--- src/common/fsrc_map.svh ---
// Purpose : offsets, field positions, encodings, command codes and counts for the
//           flash security and reset-sequence block
// Assumes : included by bare name; definitions only
// Notes   : register offsets are word indices on the plain register port
`ifndef FSRC_MAP_SVH
`define FSRC_MAP_SVH

// ----------------------------------------------------------------------
// register offsets
// ----------------------------------------------------------------------
`define FSRC_OFS_CMD      4'h0
`define FSRC_OFS_STAT     4'h1
`define FSRC_OFS_SEC      4'h2
`define FSRC_OFS_PROT     4'h3
`define FSRC_OFS_OPT      4'h4
`define FSRC_OFS_KEY_LO   4'h5
`define FSRC_OFS_KEY_HI   4'h6
`define FSRC_OFS_MODE     4'h7

// ----------------------------------------------------------------------
// security register field positions
// ----------------------------------------------------------------------
`define FSRC_SEC_STATE_LSB  0
`define FSRC_SEC_FACT_LSB   2
`define FSRC_SEC_MASS_LSB   4
`define FSRC_SEC_BACKDOOR_KEY_ENABLE_LSB  6

// ----------------------------------------------------------------------
// encodings
// ----------------------------------------------------------------------
`define FSRC_SEC_UNSECURE   2'h2
`define FSRC_BACKDOOR_KEY_ENABLE_ENABLED  2'h2

// ----------------------------------------------------------------------
// command codes
// ----------------------------------------------------------------------
`define FSRC_CMD_ERASE_ALL  8'h44
`define FSRC_CMD_VERIFY_KEY 8'h45
`define FSRC_CMD_READ_ONES  8'h40

// ----------------------------------------------------------------------
// status bit positions
// ----------------------------------------------------------------------
`define FSRC_STAT_DONE_BIT  7
`define FSRC_STAT_ACC_BIT   5
`define FSRC_STAT_HOLD_BIT  0

// ----------------------------------------------------------------------
// timing
// ----------------------------------------------------------------------
`define FSRC_CMD_CYCLES     8'h10
`define FSRC_LOAD_CYCLES    4'h4

`endif

--- src/common/fsrc_pkg.sv ---
// Purpose : types shared by the flash security and reset-sequence block
// Assumes : nothing beyond the map header
// Notes   : the security register is one byte of four 2-bit fields
package fsrc_pkg;

  typedef struct packed {
    logic [1:0] backdoor_key_enable;
    logic [1:0] mass_erase_enable;
    logic [1:0] factory_access_level;
    logic [1:0] sec_state;
  } fsrc_sec_s;

  typedef struct packed {
    logic       wr;
    logic       rd;
    logic [3:0] addr;
    logic [7:0] wdata;
  } fsrc_bus_s;

  typedef enum logic [2:0] {
    FSRC_RST_LOAD = 3'b000,
    FSRC_IDLE     = 3'b001,
    FSRC_EXEC     = 3'b010,
    FSRC_DONE     = 3'b011
  } fsrc_state_e;

endpackage

--- src/rtl/fsrc_key_check.sv ---
// Purpose : combinational backdoor-key comparison
// Assumes : both keys are stable while the check is read
// Notes   : all-zero and all-one keys always fail
module fsrc_key_check
  import fsrc_pkg::*;
(
  // keys
  input  wire logic [63:0] key_in,
  input  wire logic [63:0] key_stored,
  // result
  output logic             key_match,
  output logic             key_illegal
);

  // ----------------------------------------------------------------------
  // compare
  // ----------------------------------------------------------------------
  // illegal patterns checked before any match is honoured
  assign key_illegal = (key_in == 64'h0000000000000000) ||
                       (key_in == 64'hFFFFFFFFFFFFFFFF);
  assign key_match   = !key_illegal && (key_in == key_stored);

endmodule

--- src/rtl/fsrc_sync.sv ---
// Purpose : two-flop synchroniser for a bundle of pin levels
// Assumes : inputs are levels, not pulses
// Notes   : the first stage is read only by the second
module fsrc_sync
  import fsrc_pkg::*;
#(
  parameter int W = 2
)
(
  // clock and reset
  input  wire logic         clk,
  input  wire logic         arst_n,
  // levels
  input  wire logic [W-1:0] d_in,
  output logic      [W-1:0] d_out
);

  // ----------------------------------------------------------------------
  // stages
  // ----------------------------------------------------------------------
  logic [W-1:0] s1_q;
  logic [W-1:0] s2_q;

  // two registers before anyone looks at the level
  always_ff @(posedge clk or negedge arst_n)
  begin
    if (!arst_n)
    begin
      s1_q <= '0;
      s2_q <= '0;
    end
    else
    begin
      s1_q <= d_in;
      s2_q <= s1_q;
    end
  end

  assign d_out = s2_q;

endmodule

--- src/rtl/fsrc_core.sv ---
// Purpose : security register, command gating, backdoor unlock and
//           reset sequence of the flash controller
// Assumes : one clock; flash array answers stored bytes combinationally
// Notes   : the array itself and program/erase timing are outside
//
// What this block does
// - reset loads security register from stored byte
// - security register has four fields
// - secured special mode allows erase-all, read-ones only
// - reprogrammed security byte applies after next reset
// - backdoor unlock only when key enable set
// - key match forces unsecure state
// - wrong legal key blocks further verify until reset; all-zero or all-one key does not
// - key match changes live register only
// - next reset restores stored security state
// - key verify leaves protection registers alone
// - reset sequence loads config, protection, option, security
// - complete flag clear in sequence, set after
// - stall processor flash access during sequence
// - reset aborts command in flight at once
// - interrupted commands never resume after reset
// - unlocked chip may erase and reprogram config
// - all-zero or all-one key fails
// - verify with key disabled sets access error
// - verified erase-all writes unsecure state
//
// Decided for this implementation: the address-and-strobe port and the register offsets.
`include "fsrc_map.svh"
module fsrc_core
  import fsrc_pkg::*;
(
  // clock and reset
  input  wire logic        clk,
  input  wire logic        arst_n,
  // register port
  input  wire logic [3:0]  reg_addr,
  input  wire logic [7:0]  reg_wdata,
  input  wire logic        reg_wr,
  input  wire logic        reg_rd,
  output logic      [7:0]  reg_rdata,
  // flash configuration field, read from the array
  input  wire logic [7:0]  cfg_sec_byte,
  input  wire logic [7:0]  cfg_prot_byte,
  input  wire logic [7:0]  cfg_opt_byte,
  input  wire logic [63:0] cfg_backdoor_key,
  input  wire logic        erase_verify_ok,
  // operating mode pin
  input  wire logic        special_mode,
  // to processor and access control
  output logic             cpu_hold,
  output logic      [7:0]  security_register,
  output logic             chip_secure,
  output logic             command_complete_flag,
  output logic             access_error_flag,
  output logic             cmd_active,
  output logic      [7:0]  cmd_code
);

  // ----------------------------------------------------------------------
  // state
  // ----------------------------------------------------------------------
  fsrc_state_e st_q, st_d;
  fsrc_sec_s   sec_q, sec_d;
  logic [7:0]  prot_q, prot_d;
  logic [7:0]  opt_q, opt_d;
  logic [63:0] key_q, key_d;
  logic [7:0]  cmd_q, cmd_d;
  logic [7:0]  cnt_q, cnt_d;
  logic        acc_q, acc_d;
  logic        lock_q, lock_d;
  logic        mode_q, mode_d;
  logic [7:0]  rdata_q, rdata_d;
  logic        mode_sync;
  logic        key_match;
  logic        key_illegal;
  logic        secure;
  logic        cmd_ok;

  // ----------------------------------------------------------------------
  // helpers
  // ----------------------------------------------------------------------
  // command allowed by mode and security state
  function automatic logic cmd_allowed(input logic [7:0] c,
                                       input logic sec,
                                       input logic spec);
    if (!sec)
      cmd_allowed = 1'b1;
    else if (spec)
      cmd_allowed = (c == `FSRC_CMD_ERASE_ALL) ||
                    (c == `FSRC_CMD_READ_ONES);
    else
      cmd_allowed = 1'b1;
  endfunction

  // mode pin comes from outside the clock domain
  fsrc_sync #(.W(1)) u_sync
  (
    .clk    (clk),
    .arst_n (arst_n),
    .d_in   (special_mode),
    .d_out  (mode_sync)
  );

  fsrc_key_check u_key
  (
    .key_in      (key_q),
    .key_stored  (cfg_backdoor_key),
    .key_match   (key_match),
    .key_illegal (key_illegal)
  );

  assign secure = (sec_q.sec_state != `FSRC_SEC_UNSECURE);
  assign cmd_ok = cmd_allowed(reg_wdata, secure, mode_q);

  // ----------------------------------------------------------------------
  // next-state logic
  // ----------------------------------------------------------------------
  // sequence and command engine; reset drops st_q to load, which is
  // both the abort of a running command and the refusal to resume it
  always_comb
  begin
    st_d    = st_q;
    sec_d   = sec_q;
    prot_d  = prot_q;
    opt_d   = opt_q;
    key_d   = key_q;
    cmd_d   = cmd_q;
    cnt_d   = cnt_q;
    acc_d   = acc_q;
    lock_d  = lock_q;
    mode_d  = mode_q;
    rdata_d = 8'h00;
    unique case (st_q)
      FSRC_RST_LOAD:
      begin
        // loads repeat every cycle so the last read wins
        sec_d  = fsrc_sec_s'(cfg_sec_byte);
        prot_d = cfg_prot_byte;
        opt_d  = cfg_opt_byte;
        mode_d = mode_sync;
        cnt_d  = cnt_q + 8'h01;
        if (cnt_q == {4'h0, `FSRC_LOAD_CYCLES})
        begin
          st_d  = FSRC_IDLE;
          cnt_d = 8'h00;
        end
      end
      FSRC_IDLE:
      begin
        if (reg_wr && reg_addr == `FSRC_OFS_CMD)
        begin
          cmd_d = reg_wdata;
          cnt_d = 8'h00;
          if (!cmd_ok)
            acc_d = 1'b1;
          else
            st_d = FSRC_EXEC;
        end
      end
      FSRC_EXEC:
      begin
        cnt_d = cnt_q + 8'h01;
        if (cnt_q == `FSRC_CMD_CYCLES)
          st_d = FSRC_DONE;
      end
      FSRC_DONE:
      begin
        st_d = FSRC_IDLE;
        if (cmd_q == `FSRC_CMD_VERIFY_KEY)
        begin
          // only the live register moves; stored bytes and
          // protection stay as they are
          if (sec_q.backdoor_key_enable != `FSRC_BACKDOOR_KEY_ENABLE_ENABLED)
            acc_d = 1'b1;
          else if (lock_q || key_illegal)
            acc_d = 1'b1;
          else if (key_match)
            sec_d.sec_state = `FSRC_SEC_UNSECURE;
          else
          begin
            acc_d  = 1'b1;
            lock_d = 1'b1;
          end
        end
        else if (cmd_q == `FSRC_CMD_ERASE_ALL && erase_verify_ok)
          sec_d.sec_state = `FSRC_SEC_UNSECURE;
      end
      default:
        st_d = FSRC_RST_LOAD;
    endcase
    // register writes; the key may be loaded at any time
    if (reg_wr && reg_addr == `FSRC_OFS_KEY_LO)
      key_d = {key_q[63:8], reg_wdata};
    if (reg_wr && reg_addr == `FSRC_OFS_KEY_HI)
      key_d = {key_q[55:0], reg_wdata};
    // a write of one to the error bit clears it, unless the bit is being set from clear in the same cycle
    if (reg_wr && reg_addr == `FSRC_OFS_STAT &&
        reg_wdata[`FSRC_STAT_ACC_BIT] && !(acc_d && !acc_q))
      acc_d = 1'b0;
    if (reg_rd)
    begin
      unique case (reg_addr)
        `FSRC_OFS_CMD:    rdata_d = cmd_q;
        `FSRC_OFS_STAT:   rdata_d = {command_complete_flag, 1'b0, acc_q,
                                     4'h0, cpu_hold};
        `FSRC_OFS_SEC:    rdata_d = sec_q;
        `FSRC_OFS_PROT:   rdata_d = prot_q;
        `FSRC_OFS_OPT:    rdata_d = opt_q;
        `FSRC_OFS_KEY_LO: rdata_d = key_q[7:0];
        `FSRC_OFS_KEY_HI: rdata_d = key_q[63:56];
        `FSRC_OFS_MODE:   rdata_d = {7'h00, mode_q};
        default:          rdata_d = 8'h00;
      endcase
    end
  end

  // ----------------------------------------------------------------------
  // registers
  // ----------------------------------------------------------------------
  // asynchronous reset kills any command at once and restarts loading
  always_ff @(posedge clk or negedge arst_n)
  begin
    if (!arst_n)
    begin
      st_q    <= FSRC_RST_LOAD;
      sec_q   <= '0;
      prot_q  <= 8'h00;
      opt_q   <= 8'h00;
      key_q   <= 64'h0000000000000000;
      cmd_q   <= 8'h00;
      cnt_q   <= 8'h00;
      acc_q   <= 1'b0;
      lock_q  <= 1'b0;
      mode_q  <= 1'b0;
      rdata_q <= 8'h00;
    end
    else
    begin
      st_q    <= st_d;
      sec_q   <= sec_d;
      prot_q  <= prot_d;
      opt_q   <= opt_d;
      key_q   <= key_d;
      cmd_q   <= cmd_d;
      cnt_q   <= cnt_d;
      acc_q   <= acc_d;
      lock_q  <= lock_d;
      mode_q  <= mode_d;
      rdata_q <= rdata_d;
    end
  end

  // ----------------------------------------------------------------------
  // outputs
  // ----------------------------------------------------------------------
  // live security straight from the register, no delay
  assign security_register     = sec_q;
  assign chip_secure           = secure;
  assign cpu_hold              = (st_q == FSRC_RST_LOAD);
  assign command_complete_flag = (st_q == FSRC_IDLE);
  assign access_error_flag     = acc_q;
  assign cmd_active            = (st_q == FSRC_EXEC) ||
                                 (st_q == FSRC_DONE);
  assign cmd_code              = cmd_q;
  assign reg_rdata             = rdata_q;

endmodule

--- config.mk ---
export PLATFORM = sky130hd
export DESIGN_NAME = fsrc_core
export DESIGN_NICKNAME = d
export VERILOG_FILES = /design/src/common/fsrc_pkg.sv /design/src/rtl/fsrc_key_check.sv /design/src/rtl/fsrc_sync.sv /design/src/rtl/fsrc_core.sv
export VERILOG_INCLUDE_DIRS = /design/src /design/src/common
export SDC_FILE = /design/constraint.sdc
export NUM_CORES = 1
export LEC_CHECK = 0
export BUFFER_PORTS_ARGS = -buffer_cell sky130_fd_sc_hd__buf_4
export CAP_MARGIN = 20
export CORE_MARGIN = 10
export CORE_UTILIZATION = 49
export DETAILED_ROUTE_END_ITERATION = 6
export PLACE_DENSITY = 0.8
export SLEW_MARGIN = 25
export SYNTH_ARGS = -nofsm -noshare
export SYNTH_HDL_FRONTEND = slang
export SYNTH_SLANG_ARGS = --single-unit
--- constraint.sdc ---
create_clock -name clk -period 2.1 [get_ports clk]
set_clock_uncertainty 0.2 [all_clocks]
set_input_delay 0.42 -clock clk [delete_from_list [all_inputs] [get_ports clk]]
set_output_delay 0.42 -clock clk [all_outputs]
set_load 0.1 [all_outputs]
## Word-level counts from Yosys, hierarchy flattened

Cells that the tools add are included.

| operators by class | value |
|---|---|
| equality and inequality tests | 28 |
| add/subtract/negate cells | 1 |
| multiplexer cells | 28 |
| bitwise operators | 3 |
| reduce and logical (&&, ||, !) cells | 27 |

Operator list:

| kind | number |
|---|---|
| $eq A64 B64 Y1 | 1 |
| $eq A64 B64 Y1 const B | 1 |
| $logic_not A64 Y1 | 1 |
| $mux W64 | 1 |
| $pmux W8 S8 | 1 |
| $eq A8 B7 Y1 const B | 4 |
| $mux W8 | 4 |
| $pmux W8 S3 | 1 |
| $eq A4 B3 Y1 const B | 4 |
| $mux W3 | 4 |
| $ne A3 B3 Y1 const B | 4 |
| $pmux W3 S4 | 1 |
| $mux W2 | 5 |
| $reduce_and A5 Y1 | 2 |
| $logic_and A1 B1 Y1 | 9 |
| $mux W1 | 9 |
| $add A8 B1 Y8 const B | 1 |
| $eq A4 B2 Y1 const B | 2 |
| $eq A8 B3 Y1 const B | 1 |
| $eq A8 B5 Y1 const B | 1 |
| $eq A3 B2 Y1 const B | 2 |
| $ne A2 B1 Y1 const B | 3 |
| $ne A2 B2 Y1 const B | 3 |
| $eq A4 B1 Y1 const B | 1 |
| 12 further kinds | 21 |

| word-level totals | value |
|---|---|
| bits in registers | 120 |
| output and inout bits | 29 |
| word-level logic and storage cells | 104 |
| input bits | 106 |

## Longest topological paths before layout

| depth | value |
|---|---|
| depth in word-level cells | 13 |
| gate-level depth with buffers | 8 |

## Modules after synthesis

From an unflattened synthesis, not the netlist that was laid out.

| unflattened totals | value |
|---|---|
| cells, all modules | 505 |
| area total of the unflattened synthesis | 6261.0 µm² |

By module, submodules not included:

| module | area each (µm²) | cells each | times used | sequential area each (µm²) |
|---|---|---|---|---|
| fsrc_core | 5241.3 | 374 | 1 | 2927.8 |
| fsrc_key_check | 969.7 | 129 | 1 | 0.0 |
| fsrc_sync | 50.0 | 2 | 1 | 50.0 |

## Least setup slack after synthesis

Ideal clock, no wire load.

| path | value |
|---|---|
| kind | register to register |
| start point | register sec_q, in the netlist security_register[0] |
| end point | register st_q[1] |
| data arrival time | 2728 ps |
| cell stages (with the launch flop) | 7 |
| setup slack | -953 ps |
| clock period less this slack | 3053 ps |
| cell sequence | dfrtp_1 > nand2b_1 > nand2_1 > a21oi_1 > o21ai_0 > o21ai_0 > mux2_2 |

| between the ends | value |
|---|---|
| longest elaborated chain between the ends | 4 |

Ends and longest elaborated chain:

| what | RTL line | RTL |
|---|---|---|
| start, declared | fsrc_core.sv:63 | `fsrc_sec_s sec_q, sec_d;` |
| start signal, assigned | fsrc_core.sv:226 | `sec_q <= '0;` |
| start signal, assigned | fsrc_core.sv:240 | `sec_q <= sec_d;` |
| $ne A2 B2 Y1 (no line) | n/a |  |
| net chip_secure | fsrc_core.sv:52 | `output logic chip_secure,` |
| $mux W1 | fsrc_core.sv:86 | `if (!sec)` |
| $ne A2 B1 Y1 (no line) | n/a |  |
| $reduce_and A4 Y1 (no line) | n/a |  |
| end signal, assigned | fsrc_core.sv:239 | `st_q <= st_d;` |
| end, declared | fsrc_core.sv:62 | `fsrc_state_e st_q, st_d;` |

The timed path passes the listed nets, and every way through them passes these cells.
A chain may end at the register's enable or synchronous reset.

## Final worst setup path

| path | value |
|---|---|
| start point | register key_q[1] |
| end point | register sec_q, in the netlist security_register[1] |

| between the ends | value |
|---|---|
| longest elaborated chain between the ends | 6 |
| elaborated cells between the ends (all ways) | 10 |
| classes of those cells | eq/ne: 4; reduce/logical: 6 |

Ends and longest elaborated chain:

| what | RTL line | RTL |
|---|---|---|
| start, declared | fsrc_core.sv:66 | `logic [63:0] key_q, key_d;` |
| start signal, assigned | fsrc_core.sv:243 | `key_q <= key_d;` |
| $eq A64 B64 Y1 / $logic_not A64 Y1 (equally long branches) | fsrc_key_check.sv:20, fsrc_key_check.sv:19 |  |
| $logic_or A1 B1 Y1 | fsrc_key_check.sv:19 | `assign key_illegal = (key_in == 64'h0000000000000000) \|\|` |
| $logic_not A1 Y1 | fsrc_key_check.sv:21 | `assign key_match = !key_illegal && (key_in == key_stored);` |
| $logic_and A1 B1 Y1 | fsrc_key_check.sv:21 |  |
| $ne A3 B3 Y1 (no line) | n/a |  |
| $reduce_and A5 Y1 (no line) (*) | n/a |  |

Every way passes the cells marked *; elsewhere a longest branch is shown, timed or not.

==> implementation parameters <==
Parameter                              Value

Clock network
  Sink Count ... 119
  Depth of the CTS H-tree ... 4
  Clock-pin slew on the worst setup and hold paths ... ~0.060 ns
  Maximum buffer depth of the clock tree ... 2
  Cts bufs inserted ... 17
  Clock tree from TritonCTS ... yes
  Clk_lat worst skew ... 0.41 ns
  Root buf cell ... sky130_fd_sc_hd__clkbuf_16

Cells and area
  Share of layout cells above drive strength 1 ... 0.5588
  Final Net Count ... 901
  Final core utilization ... 0.7714
  Relative area change from synthesis to final layout ... 52.55%
  Antenna diodes ... 0
  Design Area, Final ... 9382 sq um
  Non-filler cells, final ... 968

Run status
  Run status ... complete, but fails checks
  Violated checks ... setup timing

Yosys
  Most area-hungry cell type in the Yosys netlist ... sky130_fd_sc_hd__dfrtp_1
  Post-synth ARST share ... 1.000
  Sequential share of the synthesized area ... 0.4842
  Primary flip-flop cell chosen by synthesis mapping ... sky130_fd_sc_hd__dfrtp_1
  Number of synthesis warnings ... 0
  Post-Synthesis Net Count ... 630
  Count of flip-flops with a built-in enable after synthesis ... 0
  Post-Synthesis Cell Area ... between 6000 and 7000 sq um
  Leading post-synthesis cells by cell area ... sky130_fd_sc_hd__dfrtp_1 (48%), sky130_fd_sc_hd__mux2_2 (19%), sky130_fd_sc_hd__xnor2_1 (9.1%)
  Number of distinct library cell variants in the gate-level netlist after synthesis ... 47
  Average size of a mapped cell ... roughly 12 sq um
  Number of synthesized register bits ... 119
  Share of the synthesized area in the top cell type ... 0.4842
  Synthesized netlist cell count ... 516

Route
  Vias per inst ... 5.751
  Final routed DRC violation total ... 0
  Vias after detailed routing ... approximately 5.6k
  Final ANT Viol Nets ... 0
  Post-Route WL ... between 20 and 25 mm
  WL per Instance ... 23.74 um
  First-pass DRT Iterations ... 5
  Iteration-0 DRC Markers ... 430

Global routing
  Met1 layer usage reported by global route ... 0.3114
  Number of antenna violations at the first check in global routing ... 0
  Met2 global-route usage ... 0.4371
  Sum of overflow across all layers after global routing ... 0
  First-pass GRT wire length ... 35.23 mm
  Most used routing layer in global routing ... met2
  Total routing usage reported by global routing ... 0.2574
  GR met3 Demand/Resource ... 0.05716
  Via count of the first global-routing pass ... 6078
  Pin count of the biggest net entering global routing ... 47

Place
  RePlAce Congestion ... 1.022
  Dpl ws ... -0.4564 ns
  Dpl hpwl ... around 17 mm
  Dpl cells ... 913
  Input/output buffers ... 134
  Placement Cell Area ... 8205 sq um

STA
  Final setup vio count ... 5
  Worst slew margin ... 0.7132
  Minimum clock period ... 2.354 ns
  Number of hold violations in the final report ... 0
  Achievable Freq ... between 0.4 and 0.5 GHz
  Ratio of final minimum period to clock period ... 1.121
  Final total negative setup slack ... -0.8415 ns
  RSZ-0062 raised after global routing ... true
  Number of max-slew violations in the final report ... 0
  Transition time at the pin with the least slew margin ... approximately 0.43 ns
  Hold_ws ... 0.03514 ns
  Worst-case setup margin in the final layout ... -0.2535 ns

Power and ir drop
  Combinational share of power ... 0.433
  Clk network pwr share ... 0.273
  PnR Total Power ... 12.22 mW
  Maximum ir drop on the vdd rail ... 2188 uV
  Switching share of power ... 0.4025
  Proportion of power drawn by flip-flops and latches ... 0.294
  Total power per unit cell area ... between 1000 and 1500 nW/um^2
  Total leakage power ... 4.348 nW
  Power dissipated by switching net loads ... 4.918 mW
  Internal Power ... approximately 7.3 mW

Worst setup path
  Max Fanout on Critical Path ... 3
  Largest incremental delay on the critical path ... 0.44 ns
  CP Launch Type ... flip-flop
  Slowest stage cell, crit path ... sky130_fd_sc_hd__dfrtp_2
  Data required time at the worst endpoint ... 2.25 ns
  Worst Path Class, Setup ... reg2reg
  R2R depth ... 8
  CP cell instances ... xnor2_2, nand4_1, nor4_1, buf_4, nand4_1, buf_4, nor4b_4, o31a_1
  Data arrival, critical path ... 2.50 ns
  Critical Path Sink Type ... flip-flop

Floorplan
  Starting Density ... 0.5057
  Floorplan row count ... 40
  Die boundary width ... 132.0 um
  Placeable core area ... 12160 sq um
  Top-Level Pins ... 135
  Die height ... 132.0 um
  Die area ... ~17000 sq um

Run
  Count of max-cap constraint violations ... 0

Min path
  Worst hold path class ... in2reg
  Worst hold stages ... 2
[per-layer routing]
layer / vias to the layer above / routed length, um
met5: - / 0
met4: 0 / 687
met3: 54 / 1697
met2: 282 / 11240
met1: 2759 / 9349
li1: 2472 / -
[sequential cells by signal, indices dropped and copies added, names as in the netlist]
register,cells
lock_q,1
cmd_code,8
security_register,8
reg_rdata,8
u_sync.d_out,1
access_error_flag,1
mode_q,1
u_sync.s1_q,1
opt_q,8
prot_q,8
cnt_q,8
key_q,64
st_q,2
[repair_timing]
action | CTS | global route
buffers inserted | 14 | 7
endpoints found under the setup margin | 7 | 11
hold buffers | 2 | 0
hold endpoints to repair | 15 | 0
resized for setup | 48 | 9
cloned | 0 | 0
pin swaps | 18 | 13
[logic make-up (layout without fill, tap and decap cells)]
logic type               Yosys count  count (layout)  synth area share
AND/OR/NAND/NOR                  135             135            0.1329
flip-flops                       119             119            0.4842
multiplexers                     108             108            0.1965
XOR/XNOR                          64              64           0.09115
AO/OA/AOI/OAI                     57              57           0.06002
buffers and inverters             25             309           0.01892
adder cells (fa/ha/maj)            8               8           0.01628
[power groups by stage]
stage / Clock, mW / Combinational [mW] / Sequential, mW
floorplan: 0 / 2.02 / 4.56
global placement: 0 / 4.65 / 3.51
detailed placement: 0 / 4.76 / 3.54
CTS: 3.35 / 5.14 / 3.56
global route: 3.47 / 5.55 / 3.65
finish: 3.33 / 5.29 / 3.59
[synthesized netlist by cell type (4+ instances only)]
| cell type | count |
|---|---|
| sky130_fd_sc_hd__nand2_1 | 10 |
| sky130_fd_sc_hd__nand2b_1 | 8 |
| sky130_fd_sc_hd__nor4_1 | 23 |
| sky130_fd_sc_hd__clkbuf_1 | 4 |
| sky130_fd_sc_hd__xnor2_1 | 64 |
| sky130_fd_sc_hd__inv_1 | 8 |
| sky130_fd_sc_hd__mux2_2 | 102 |
| sky130_fd_sc_hd__a211oi_1 | 4 |
| sky130_fd_sc_hd__o21ai_0 | 15 |
| sky130_fd_sc_hd__a221oi_1 | 4 |
| sky130_fd_sc_hd__and3_1 | 4 |
| sky130_fd_sc_hd__buf_4 | 5 |
| sky130_fd_sc_hd__buf_1 | 5 |
| sky130_fd_sc_hd__dfrtp_1 | 119 |
| sky130_fd_sc_hd__a21oi_1 | 14 |
| sky130_fd_sc_hd__ha_1 | 8 |
| sky130_fd_sc_hd__a22oi_1 | 7 |
| sky130_fd_sc_hd__nand3_1 | 6 |
| sky130_fd_sc_hd__nand4_1 | 38 |
| sky130_fd_sc_hd__mux2i_1 | 6 |
| sky130_fd_sc_hd__nor2_1 | 20 |
[final timing paths]
check | start | slack, ns | to
min in group asynchronous | arst_n | 0.25 | key_q[9]
max in group asynchronous | arst_n | 0.90 | key_q[1]
worst min register to register | u_sync.s1_q | 0.15 | u_sync.d_out
worst min-delay path | cfg_sec_byte[6] | 0.04 | security_register[6]
worst max-delay path | key_q[1] | -0.25 | security_register[1]
worst max register to register | key_q[1] | -0.25 | security_register[1]
[layout make-up]
cell class / count / area [sq um]
fillers: 754 / 2780
flip-flops and latches: 119 / 2990
multi-input cells: 372 / 3331
repair buffers: 269 / 2143
clock inverters: 14 / 245.2
clock buffers: 18 / 429.2
inverters: 8 / 32.53
well taps: 168 / 210.2
[cell usage in the layout (no fill, tap or decap), drive strengths merged, types with 4 or more instances in the layout]
cell	n
buf	267
dfrtp	119
mux2	102
xnor2	64
nand4	38
nor4	25
nor2	21
clkbuf	18
o21ai	16
a21oi	14
inv	11
nand2	10
nand2b	8
ha	8
a22oi	7
mux2i	6
nand3	6
bufinv	6
a221oi	4
and3	4
a211oi	4
clkinv	4
nor3b	4
[critical path, delay by kind of cell, from the launching register on]
kind,cells,cell delay (ns)
AND/OR/NAND/NOR,4,0.95
XOR/XNOR,1,0.15
AO/OA/AOI/OAI,1,0.15
flip-flops,1,0.44
buffers and inverters,2,0.38
Note: power is estimated with default switching activity, not from simulation.
